**src/gpio_defines.svh**
```systemverilog
`ifndef GPIO_DEFINES_SVH
`define GPIO_DEFINES_SVH

// ************************************************************
// register addresses on the special-function-register bus
// ************************************************************
`define ADDR_PORT0_DATA 8'h80
`define ADDR_PORT1_DATA 8'h90
`define ADDR_CARRIER_PIN_SELECT 8'h9f
`define ADDR_PORT2_DATA 8'ha0
`define ADDR_PULLUP_OFF_PORT0 8'hb2
`define ADDR_PULLUP_OFF_PORT1 8'hb3
`define ADDR_PULLUP_OFF_PORT2 8'hb4

// ************************************************************
// reset values and field layouts
// ************************************************************
`define PORT_DATA_RESET 8'hff
`define CARRIER_SEL_RESET 8'h00
`define PULLUP_OFF_RESET 8'h00
// implemented bits of the port 2 pull-up register: 5 and 2..0
`define PULLUP_OFF_PORT2_MASK 8'h27
`define PULLUP_OFF_RESET_PIN_BIT 5

// ************************************************************
// carrier timing
// ************************************************************
`define CLK_FREQ_HZ 250000000
`define CARRIER_FREQ_HZ 38000
// half period in clock cycles, rounded to nearest
`define CARRIER_HALF_CYCLES \
	((`CLK_FREQ_HZ + `CARRIER_FREQ_HZ) / (2 * `CARRIER_FREQ_HZ))

`endif

```
**src/gpio_pkg.sv**
```systemverilog
package gpio_pkg;

	// ************************************************************
	// per-port pin bundle
	// ************************************************************
	typedef struct packed {
		logic [7:0] out; // level driven to the pad when enabled
		logic [7:0] oe_n; // low while the pad is driven low
		logic [7:0] pullup_en; // weak pull-up switched on
	} pad_ctrl_t;

	// cpu access strobes towards the port registers
	typedef struct packed {
		logic [7:0] addr;
		logic [7:0] wdata;
		logic wr; // write-to-latch strobe
		logic rd_latch; // read latch strobe
		logic rd_pin; // read pin strobe
	} sfr_req_t;

endpackage : gpio_pkg

```
**src/gpio_ports.sv**
```systemverilog
`timescale 1ns/1ps
`include "gpio_defines.svh"

module gpio_ports import gpio_pkg::*; #(
	parameter int CARRIER_HALF = `CARRIER_HALF_CYCLES
) (
	input wire logic clk,
	input wire logic rstn,
	input wire logic ce,
	input wire logic [7:0] sfr_addr,
	input wire logic [7:0] sfr_wdata,
	input wire logic sfr_wr,
	input wire logic sfr_rd_latch,
	input wire logic sfr_rd_pin,
	output logic [7:0] sfr_rdata,
	output logic sfr_rvalid,
	input wire logic carrier_global_enable,
	input wire logic [7:0] periph_en0,
	input wire logic [7:0] periph_en1,
	input wire logic [7:0] periph_en2,
	input wire logic [7:0] periph_out0,
	input wire logic [7:0] periph_out1,
	input wire logic [7:0] periph_out2,
	input wire logic [7:0] pad_in0,
	input wire logic [7:0] pad_in1,
	input wire logic [7:0] pad_in2,
	output logic [7:0] pad_out0,
	output logic [7:0] pad_out1,
	output logic [7:0] pad_out2,
	output logic [7:0] pad_oe_n0,
	output logic [7:0] pad_oe_n1,
	output logic [7:0] pad_oe_n2,
	output logic [7:0] pad_pu0,
	output logic [7:0] pad_pu1,
	output logic [7:0] pad_pu2,
	output logic reset_pin_pu
);

	// ************************************************************
	// register state
	// ************************************************************
	logic [7:0] port0_data_reg; // bit latches of port 0
	logic [7:0] port1_data_reg; // bit latches of port 1
	logic [7:0] port2_data_reg; // bit latches of port 2
	logic [7:0] carrier_pin_select_reg; // carrier select bits
	logic [7:0] pullup_off_port0_reg; // pull-up disables port 0
	logic [7:0] pullup_off_port1_reg; // pull-up disables port 1
	logic [7:0] pullup_off_port2_reg; // port 2 and reset pin
	logic [7:0] pin0_sync; // synchronised pad levels
	logic [7:0] pin1_sync;
	logic [7:0] pin2_sync;
	logic carrier_wave; // raw 38 kHz square wave
	logic carrier_en_sync_meta; // global enable may be async
	logic carrier_en_reg;
	logic [7:0] mod0; // per-pin carrier on port 0
	logic [7:0] mod1; // per-pin carrier on port 1
	logic [7:0] drive0_next; // wanted pad levels
	logic [7:0] drive1_next;
	logic [7:0] drive2_next;
	logic [7:0] rdata_next;
	logic rvalid_next;
	sfr_req_t req; // bundled cpu strobes

	assign req = '{addr: sfr_addr, wdata: sfr_wdata, wr: sfr_wr,
		rd_latch: sfr_rd_latch, rd_pin: sfr_rd_pin};

	// ************************************************************
	// pad input synchronisers
	// ************************************************************
	pin_sync #(.W(8)) u_sync0 (
		.clk(clk),
		.rstn(rstn),
		.ce(ce),
		.d(pad_in0),
		.q(pin0_sync)
	);

	pin_sync #(.W(8)) u_sync1 (
		.clk(clk),
		.rstn(rstn),
		.ce(ce),
		.d(pad_in1),
		.q(pin1_sync)
	);

	pin_sync #(.W(8)) u_sync2 (
		.clk(clk),
		.rstn(rstn),
		.ce(ce),
		.d(pad_in2),
		.q(pin2_sync)
	);

	// ************************************************************
	// carrier source
	// ************************************************************
	// enable comes from a config bit elsewhere; sync it anyway
	always_ff @(posedge clk or negedge rstn) begin
		if (!rstn) begin
			carrier_en_sync_meta <= 1'b0;
			carrier_en_reg <= 1'b0;
		end else if (ce) begin
			carrier_en_sync_meta <= carrier_global_enable;
			carrier_en_reg <= carrier_en_sync_meta;
		end
	end

	// counter only runs while modulation is wanted, saves power
	carrier_gen #(.HALF_CYCLES(CARRIER_HALF)) u_carrier (
		.clk(clk),
		.rstn(rstn),
		.ce(ce),
		.run(carrier_en_reg),
		.wave(carrier_wave)
	);

	// ************************************************************
	// cpu writes
	// ************************************************************
	// bit latches: d flip-flops loaded by the write strobe
	always_ff @(posedge clk or negedge rstn) begin
		if (!rstn) begin
			port0_data_reg <= `PORT_DATA_RESET;
			port1_data_reg <= `PORT_DATA_RESET;
			port2_data_reg <= `PORT_DATA_RESET;
		end else if (ce && req.wr) begin
			unique case (req.addr)
				`ADDR_PORT0_DATA: port0_data_reg <= req.wdata;
				`ADDR_PORT1_DATA: port1_data_reg <= req.wdata;
				`ADDR_PORT2_DATA: port2_data_reg <= req.wdata;
				default: ; // other addresses belong to other blocks
			endcase
		end
	end

	// carrier select bits
	always_ff @(posedge clk or negedge rstn) begin
		if (!rstn) begin
			carrier_pin_select_reg <= `CARRIER_SEL_RESET;
		end else if (ce && req.wr &&
			req.addr == `ADDR_CARRIER_PIN_SELECT) begin
			carrier_pin_select_reg <= req.wdata;
		end
	end

	// pull-up disable registers, cleared means pull-up on
	always_ff @(posedge clk or negedge rstn) begin
		if (!rstn) begin
			pullup_off_port0_reg <= `PULLUP_OFF_RESET;
			pullup_off_port1_reg <= `PULLUP_OFF_RESET;
			pullup_off_port2_reg <= `PULLUP_OFF_RESET;
		end else if (ce && req.wr) begin
			unique case (req.addr)
				`ADDR_PULLUP_OFF_PORT0: pullup_off_port0_reg <= req.wdata;
				`ADDR_PULLUP_OFF_PORT1: pullup_off_port1_reg <= req.wdata;
				// reserved bits are not stored at all
				`ADDR_PULLUP_OFF_PORT2: pullup_off_port2_reg <=
					req.wdata & `PULLUP_OFF_PORT2_MASK;
				default: ;
			endcase
		end
	end

	// ************************************************************
	// cpu reads
	// ************************************************************
	// latch read and pin read differ only on the port registers
	always_comb begin
		rdata_next = 8'h00;
		rvalid_next = req.rd_latch | req.rd_pin;
		unique case (req.addr)
			`ADDR_PORT0_DATA:
				rdata_next = req.rd_pin ? pin0_sync
					: port0_data_reg;
			`ADDR_PORT1_DATA:
				rdata_next = req.rd_pin ? pin1_sync
					: port1_data_reg;
			`ADDR_PORT2_DATA:
				rdata_next = req.rd_pin ? pin2_sync
					: port2_data_reg;
			`ADDR_CARRIER_PIN_SELECT: rdata_next = carrier_pin_select_reg;
			`ADDR_PULLUP_OFF_PORT0: rdata_next = pullup_off_port0_reg;
			`ADDR_PULLUP_OFF_PORT1: rdata_next = pullup_off_port1_reg;
			`ADDR_PULLUP_OFF_PORT2:
				rdata_next = pullup_off_port2_reg;
			default: begin
				// unmapped: no valid, sfr_rdata keeps its last value, not ours to claim
				rdata_next = 8'h00;
				rvalid_next = 1'b0;
			end
		endcase
	end

	// read data registered, one cycle after the strobe
	always_ff @(posedge clk or negedge rstn) begin
		if (!rstn) begin
			sfr_rdata <= 8'h00;
			sfr_rvalid <= 1'b0;
		end else if (ce) begin
			sfr_rvalid <= rvalid_next;
			if (rvalid_next) begin
				sfr_rdata <= rdata_next;
			end
		end
	end

	// ************************************************************
	// carrier routing onto the selected pins
	// ************************************************************
	// both the global enable and the pin's select bit are needed
	always_comb begin
		mod0 = 8'h00;
		mod1 = 8'h00;
		if (carrier_en_reg) begin
			mod1[6] = carrier_pin_select_reg[7];
			mod1[5] = carrier_pin_select_reg[6];
			mod1[4] = carrier_pin_select_reg[5];
			mod1[1] = carrier_pin_select_reg[4];
			mod0[2] = carrier_pin_select_reg[3];
			mod0[7] = carrier_pin_select_reg[2];
			mod0[5] = carrier_pin_select_reg[1];
			mod0[3] = carrier_pin_select_reg[0];
		end
	end

	// ************************************************************
	// output level selection
	// ************************************************************
	// peripheral owns the pin when enabled, else latch xor carrier on ports 0 and 1, latch alone on port 2
	always_comb begin
		drive0_next = (periph_en0 & periph_out0) |
			(~periph_en0 & (port0_data_reg ^
			(mod0 & {8{carrier_wave}})));
		drive1_next = (periph_en1 & periph_out1) |
			(~periph_en1 & (port1_data_reg ^
			(mod1 & {8{carrier_wave}})));
		drive2_next = (periph_en2 & periph_out2) |
			(~periph_en2 & port2_data_reg);
	end

	// ************************************************************
	// pad drivers
	// ************************************************************
	// quasi-bidirectional: only a low is actively driven; a high is
	// the weak pull-up or, with it off, high impedance
	always_ff @(posedge clk or negedge rstn) begin
		if (!rstn) begin
			pad_out0 <= 8'h00;
			pad_out1 <= 8'h00;
			pad_out2 <= 8'h00;
			pad_oe_n0 <= 8'hff;
			pad_oe_n1 <= 8'hff;
			pad_oe_n2 <= 8'hff;
		end else if (ce) begin
			pad_out0 <= 8'h00;
			pad_out1 <= 8'h00;
			pad_out2 <= 8'h00;
			pad_oe_n0 <= drive0_next;
			pad_oe_n1 <= drive1_next;
			pad_oe_n2 <= drive2_next;
		end
	end

	// weak pull-up enables, one per pin
	always_ff @(posedge clk or negedge rstn) begin
		if (!rstn) begin
			pad_pu0 <= 8'hff;
			pad_pu1 <= 8'hff;
			pad_pu2 <= 8'h07;
			reset_pin_pu <= 1'b1;
		end else if (ce) begin
			pad_pu0 <= ~pullup_off_port0_reg;
			pad_pu1 <= ~pullup_off_port1_reg;
			// only pins 2..0 of port 2 have a switchable pull-up
			pad_pu2 <= {5'h00, ~pullup_off_port2_reg[2:0]};
			reset_pin_pu <=
				~pullup_off_port2_reg[`PULLUP_OFF_RESET_PIN_BIT];
		end
	end

endmodule : gpio_ports

```
**src/carrier_gen.sv**
```systemverilog
`timescale 1ns/1ps
`include "gpio_defines.svh"

// ************************************************************
// 38 kHz square wave from the system clock
// ************************************************************
module carrier_gen import gpio_pkg::*; #(
	parameter int HALF_CYCLES = `CARRIER_HALF_CYCLES
) (
	input wire logic clk,
	input wire logic rstn,
	input wire logic ce,
	input wire logic run,
	output logic wave
);

	localparam int CW = $clog2(HALF_CYCLES + 1);
	localparam logic [CW-1:0] LAST = CW'(HALF_CYCLES - 1);

	logic [CW-1:0] cnt_reg; // cycles into the current half period

	// toggle every half period, equal halves give 50% duty
	always_ff @(posedge clk or negedge rstn) begin
		if (!rstn) begin
			cnt_reg <= '0;
			wave <= 1'b0;
		end else if (ce) begin
			if (!run) begin
				// idle low so a stopped carrier leaves pins untouched
				cnt_reg <= '0;
				wave <= 1'b0;
			end else if (cnt_reg == LAST) begin
				cnt_reg <= '0;
				wave <= ~wave;
			end else begin
				cnt_reg <= cnt_reg + CW'(1);
			end
		end
	end

endmodule : carrier_gen

```
**src/pin_sync.sv**
```systemverilog
`timescale 1ns/1ps

// ************************************************************
// two-stage synchroniser for a group of pad inputs
// ************************************************************
module pin_sync #(
	parameter int W = 8
) (
	input wire logic clk,
	input wire logic rstn,
	input wire logic ce,
	input wire logic [W-1:0] d,
	output logic [W-1:0] q
);

	logic [W-1:0] meta_reg; // first stage, read by q only

	// resets high to match idle pulled-up pins
	always_ff @(posedge clk or negedge rstn) begin
		if (!rstn) begin
			meta_reg <= '1;
			q <= '1;
		end else if (ce) begin
			meta_reg <= d;
			q <= meta_reg;
		end
	end

endmodule : pin_sync

```
**config.mk**
```make
export PLATFORM = sky130hd
export DESIGN_NAME = gpio_ports
export DESIGN_NICKNAME = d
export VERILOG_FILES = /design/src/gpio_pkg.sv /design/src/gpio_ports.sv /design/src/carrier_gen.sv /design/src/pin_sync.sv
export VERILOG_INCLUDE_DIRS = /design/src /design/src/src
export SDC_FILE = /design/constraint.sdc
export NUM_CORES = 1
export LEC_CHECK = 0
export CAP_MARGIN = 20
export CORE_MARGIN = 1.5
export CORE_UTILIZATION = 40
export CTS_BUF_LIST = sky130_fd_sc_hd__clkbuf_8
export DETAILED_ROUTE_END_ITERATION = 8
export DONT_BUFFER_PORTS = 1
export PLACE_DENSITY = 0.53
export SETUP_SLACK_MARGIN = 0.1
export SLEW_MARGIN = 15
export SYNTH_ARGS = -nofsm -noshare
export SYNTH_HDL_FRONTEND = slang
export SYNTH_SLANG_ARGS = --single-unit
```
**constraint.sdc**
```tcl
create_clock -name clk -period 4.8 [get_ports clk]
set_input_delay 1.2 -clock clk [delete_from_list [all_inputs] [get_ports clk]]
set_output_delay 1.2 -clock clk [all_outputs]
set_load 0.01 [all_outputs]
```
## Word level (Yosys, flattened, before mapping)

Index checks and enable logic that the tools add are counted.

- Equal/unequal tests: 9
- $mul: 0
- Bitwise gates (word level): 22
- Add/subtract/negate cells: 1
- Divide/modulo/power cells: 0
- Reductions and logical operators: 11
- Shifts and indexed selects: 0
- Multiplexer cells: 14
- Order comparisons: 0

Operators with widths:

| kind | count |
|---|---|
| 8-bit AND | 7 |
| 8-bit equality test, second input constant | 7 |
| 8-bit one-hot mux with 7 select lines | 1 |
| 8-bit NOT | 5 |
| 12-bit two-way mux | 2 |
| 8-bit two-way mux | 3 |
| 8-bit bitwise OR | 3 |
| 2-bit AND reduction | 8 |
| 8-bit XOR | 2 |
| 12-bit by 1-bit adder with 12-bit output, second input constant | 1 |
| 12-bit equality test, second input constant | 1 |
| 7-bit by 8-bit AND with 8-bit output | 1 |
| 7-bit OR reduction | 1 |
| 1-bit two-way mux | 6 |
| 3-bit two-way mux | 1 |
| 3-bit NOT | 1 |
| 1-bit logical AND | 2 |
| 2-bit two-way mux | 1 |
| 2-bit by 1-bit != test with 1-bit output, second input constant | 1 |
| 1-bit NOT | 2 |
| 1-bit bitwise OR | 1 |

- Input bits: 95
- Memory bits (writable): 0
- Flip-flop bits (word level): 168
- Output and inout bits: 82
- Logic and storage cells: 83
- Latch bits: 0
- ROM bits: 0
- Memories: 0

## Depth between registers and ports, before layout

- Depth in word-level cells: 5
- Gate-level depth with buffers: 7
- Mapped depth without buffers: 7

## Hierarchy

A second synthesis with hierarchy kept.

- Cell total of the unflattened synthesis: 615
- Area total of the unflattened synthesis: 8010.2 um^2

By module, submodules not included:

| module | sequential area each (um^2) | cells each | area an instance (um^2) | times used |
|---|---|---|---|---|
| gpio_ports | 2762.6 | 439 | 5295.1 | 1 |
| pin_sync | 420.4 | 34 | 669.4 | 3 |
| carrier_gen | 325.3 | 74 | 706.9 | 1 |

## Worst setup path after synthesis

Ideal clock, no wire load.

- Path type: input-to-reg
- Start: input sfr_rd_pin
- End: register sfr_rdata[0]
- Slack: 2.011 ns
- Setup time: 0.125 ns
- Data arrival time: 2.664 ns
- Stages on the path: 6
- Data required time: 4.675 ns
- Buffers on the path: 2
- Cells stage by stage: clkbuf_1 clkbuf_1 mux2_2 a22oi_1 o2111ai_1 mux2_2

- Longest elaborated chain between the ends: 3
- Elaborated cells on any way between the ends: 7
- Classes of those cells: 5 x mux; 1 x bitwise; 1 x reduce/logical

RTL lines:

| element | RTL line | source |
|---|---|---|
| start: declaration | gpio_ports.sv:14 | `input wire logic sfr_rd_pin,` |
| 1-bit bitwise OR | gpio_ports.sv:170 | `rvalid_next = req.rd_latch \| req.rd_pin;` |
| 1-bit two-way mux | gpio_ports.sv:171 | `unique case (req.addr)` |
| 2-bit AND reduction (no source line) | - |  |
| end signal: assignment | gpio_ports.sv:202 | `sfr_rdata <= rdata_next;` |
| end: declaration | gpio_ports.sv:15 | `output logic [7:0] sfr_rdata,` |

Several ways; a longest one is shown, not always the timed one.
A chain may end at the register's enable or synchronous reset.

## Worst setup path after layout

- Start: input sfr_addr[0]
- End: register port2_data_reg[0]

- Longest elaborated chain between the ends: 2

RTL lines:

| element | RTL line | source |
|---|---|---|
| start: declaration | gpio_ports.sv:10 | `input wire logic [7:0] sfr_addr,` |
| 8-bit equality test | gpio_ports.sv:127 | `unique case (req.addr)` |
| 2-bit AND reduction (no source line) | - |  |
| end signal: assignment | gpio_ports.sv:125 | `` port2_data_reg <= `PORT_DATA_RESET; `` |
| end signal: assignment | gpio_ports.sv:130 | `` `ADDR_PORT2_DATA: port2_data_reg <= req.wdata; `` |
| end: declaration | gpio_ports.sv:44 | `logic [7:0] port2_data_reg;` |

No other way between the ends.

==> impl_metrics.json <==
{
  "status": "completed",
  "final_nets": 717,
  "h-tree-depth": 4,
  "met1_usage": 0.250,
  "cts-root-buf": "clkbuf_8",
  "yosys_warnings": 0,
  "post_synth.cell_area_avg_um2": 12.6,
  "diodes": 0,
  "drtPass1Iterations": 5,
  "seq_area_frac_synth": 0.548,
  "die_w_um": 144,
  "place_inst": 866,
  "drc": 0,
  "leakagePower_nw": 3.52,
  "fmax_mhz": 377,
  "clockBufferDepth": 2,
  "worstSkewPairLatency_ps": 470,
  "io_buffers": 0,
  "final_util": 0.433,
  "cts_setup_buffers": 0,
  "area_growth_pct": 6.02,
  "p_int_mw": 2.18,
  "antenna_left": 0,
  "finalHoldViolCount": 0,
  "wirelength_um": 18900,
  "clock-sinks": 168,
  "syn_inst": 630,
  "p_seq_frac": 0.581,
  "vias": 4848,
  "hpwl_um": 13500,
  "synth_flop_cell": "dfstp_2",
  "cp_data_arrival_time_ps": 3040,
  "grt_pass1_vias": 4727,
  "fp.dieH_um": 144,
  "grt_first_pass_wirelength_um": 28400,
  "max-slew-margin-rel": 0.585,
  "hold_class": "input pin to asynchronous set/reset pin",
  "placed_area_um2": 8030,
  "grtUsageTotal": 0.187,
  "initial_core_util": 0.408,
  "largest_register_ffs": 12,
  "place.gp.congestion": 0.886,
  "synth_area_um2": 7940,
  "clk_pin_slew_ps": 90,
  "fin_cells": 898,
  "die_area_um2": 20700,
  "fin_worst_skew_ps": 13.1,
  "antenna_found_initial": 0,
  "switchingPower_uw": 727,
  "layout-drive-gt1-share": 0.471,
  "drt-vias-per-instance": 5.40,
  "maxCapViolations": 0,
  "cts_resized": 0,
  "worstPathRequired_ps": 5190,
  "rsz0062_at_grt": "no",
  "pwr-share-comb": 0.073,
  "fin_area_um2": 8420,
  "power_mw": 2.91,
  "grt.busiest_layer": "met2",
  "met2_usage": 0.283,
  "core_um2": 19500,
  "drv_slew": 0,
  "met3_usage": 0.0653,
  "drtIter0Drc": 307,
  "p_per_area_nw_per_um2": 345,
  "grt_max_degree": 169,
  "num_io_pins": 177,
  "cts_hold_buffers": 0,
  "synthArstFlopShare": 1.00,
  "sw_frac_of_total": 0.250,
  "endpoint_kind": "register",
  "synth_edf_count": 0,
  "worst-slew-pin-transition_ps": 614,
  "drt-wirelength-per-cell_um": 21.1,
  "setup-violations-final": 0,
  "ir_worst_vdd_mv": 0.165,
  "grt_overflow_total": 0,
  "worstPathMaxFanout": 11,
  "rows": 51,
  "cts_tree": "done",
  "period_minus_slack_ps": 2650,
  "synthDistinctLibCells": 52,
  "critPathLaunchType": "input pin",
  "fin_tns_setup_ps": 0,
  "cts_made_buffers": 17,
  "synth_seq_cells": 168,
  "p_clk_frac": 0.346,
  "finalCritPeriodShare": 0.553,
  "crit_type": "input pin to register"
}
[worst max-delay path, stage by stage]
cell and delay [ps]:
or4_4 620, nor2_4 270, and3_1 540, mux2_2 400
[power by group through the flow]
stage	registers, mW	logic [mW]	clock network (mW)
finish	1.69	0.212	1.01
global route	1.71	0.233	1.10
global placement	1.71	0.207	0
detailed placement	1.71	0.211	0
CTS	1.69	0.212	1.04
floorplan	1.66	0.228	0
[per-stage QoR]
stage,worst slack [ps],hold WS (ps)
final,2150,439
after global routing,2120,385
after CTS,2180,401
after detailed placement,1680,453
after global placement,1750,451
after floorplan,2010,414
[Yosys cell counts, drive strengths merged (3+ instances only)]
cell type / instances / area [µm²]
mux2: 139 / 1570
dfstp: 116 / 3050
dfrtp: 52 / 1300
buf: 43 / 303
nand2: 41 / 156
nor2: 32 / 143
o21ai: 31 / 155
mux2i: 24 / 240
nand3: 20 / 118
a21oi: 19 / 95.1
clkbuf: 15 / 56.3
a22oi: 13 / 97.6
xor2: 12 / 105
and3: 7 / 43.8
nor3: 7 / 68.8
inv: 5 / 18.8
nand2b: 5 / 31.3
o211ai: 5 / 37.5
a32oi: 4 / 35.0
and2: 4 / 25.0
xnor2: 4 / 35.0
nor3b: 3 / 22.5
[final cells by class]
type,instances,area (µm²)
well taps,265,332
flip-flops and latches,168,4350
inverters,6,22.5
multi-input cells,426,3320
repair buffers,1,7.51
clock buffers,22,303
fillers,1807,11000
clock inverters,10,90.1
[cell families after synthesis]
| logic type | synth area share |
|---|---|
| AO/OA/AOI/OAI | 0.0657 |
| XOR/XNOR | 0.0176 |
| adder cells (fa/ha/maj) | 0.00315 |
| buffers and inverters | 0.0480 |
| flip-flops | 0.548 |
| multiplexers | 0.227 |
| other | 0.000472 |
| AND/OR/NAND/NOR | 0.0901 |
[routing by layer]
layer,vias to the layer above,part of all wire
li1,2174,-
met1,2459,0.44
met2,190,0.46
met3,25,0.083
met4,0,0.019
met5,-,0
[layout by cell type (no fill, tap or decap), types with 4 or more instances in the layout]
| cell | instances |
|---|---|
| a21oi_1 | 19 |
| a22oi_1 | 13 |
| a32oi_1 | 4 |
| and2_1 | 4 |
| and3_1 | 7 |
| clkbuf_8 | 22 |
| conb_1 | 29 |
| dfrtp_1 | 52 |
| dfstp_2 | 116 |
| inv_1 | 7 |
| mux2_2 | 139 |
| mux2i_1 | 24 |
| nand2_1 | 40 |
| nand2b_1 | 5 |
| nand3_1 | 18 |
| nor2_1 | 29 |
| nor3_1 | 4 |
| o211ai_1 | 5 |
| o21ai_0 | 31 |
| xnor2_1 | 4 |
| xor2_1 | 12 |
[path summary, 6_finish.rpt]
kind,from,endpoint,slack [ps],depth (start not counted)
worst max-delay path,sfr_addr[0],port2_data_reg[0]$_DFFE_PN1P_,2150,4
worst min-delay path,rstn,pullup_off_port1_reg[5]$_DFFE_PN0P_,440,0
worst max register to register,u_carrier.cnt_reg[0]$_DFFE_PN0P_,u_carrier.wave$_DFFE_PN0P_,2390,7
worst min register to register,pullup_off_port0_reg[5]$_DFFE_PN0P_,pad_pu0[5]$_DFFE_PN1P_,460,1
max in group asynchronous,rstn,port0_data_reg[6]$_DFFE_PN1P_,4050,0
min in group clk,pullup_off_port0_reg[5]$_DFFE_PN0P_,pad_pu0[5]$_DFFE_PN1P_,460,1
No activity file was read; power rests on OpenSTA's default activity.
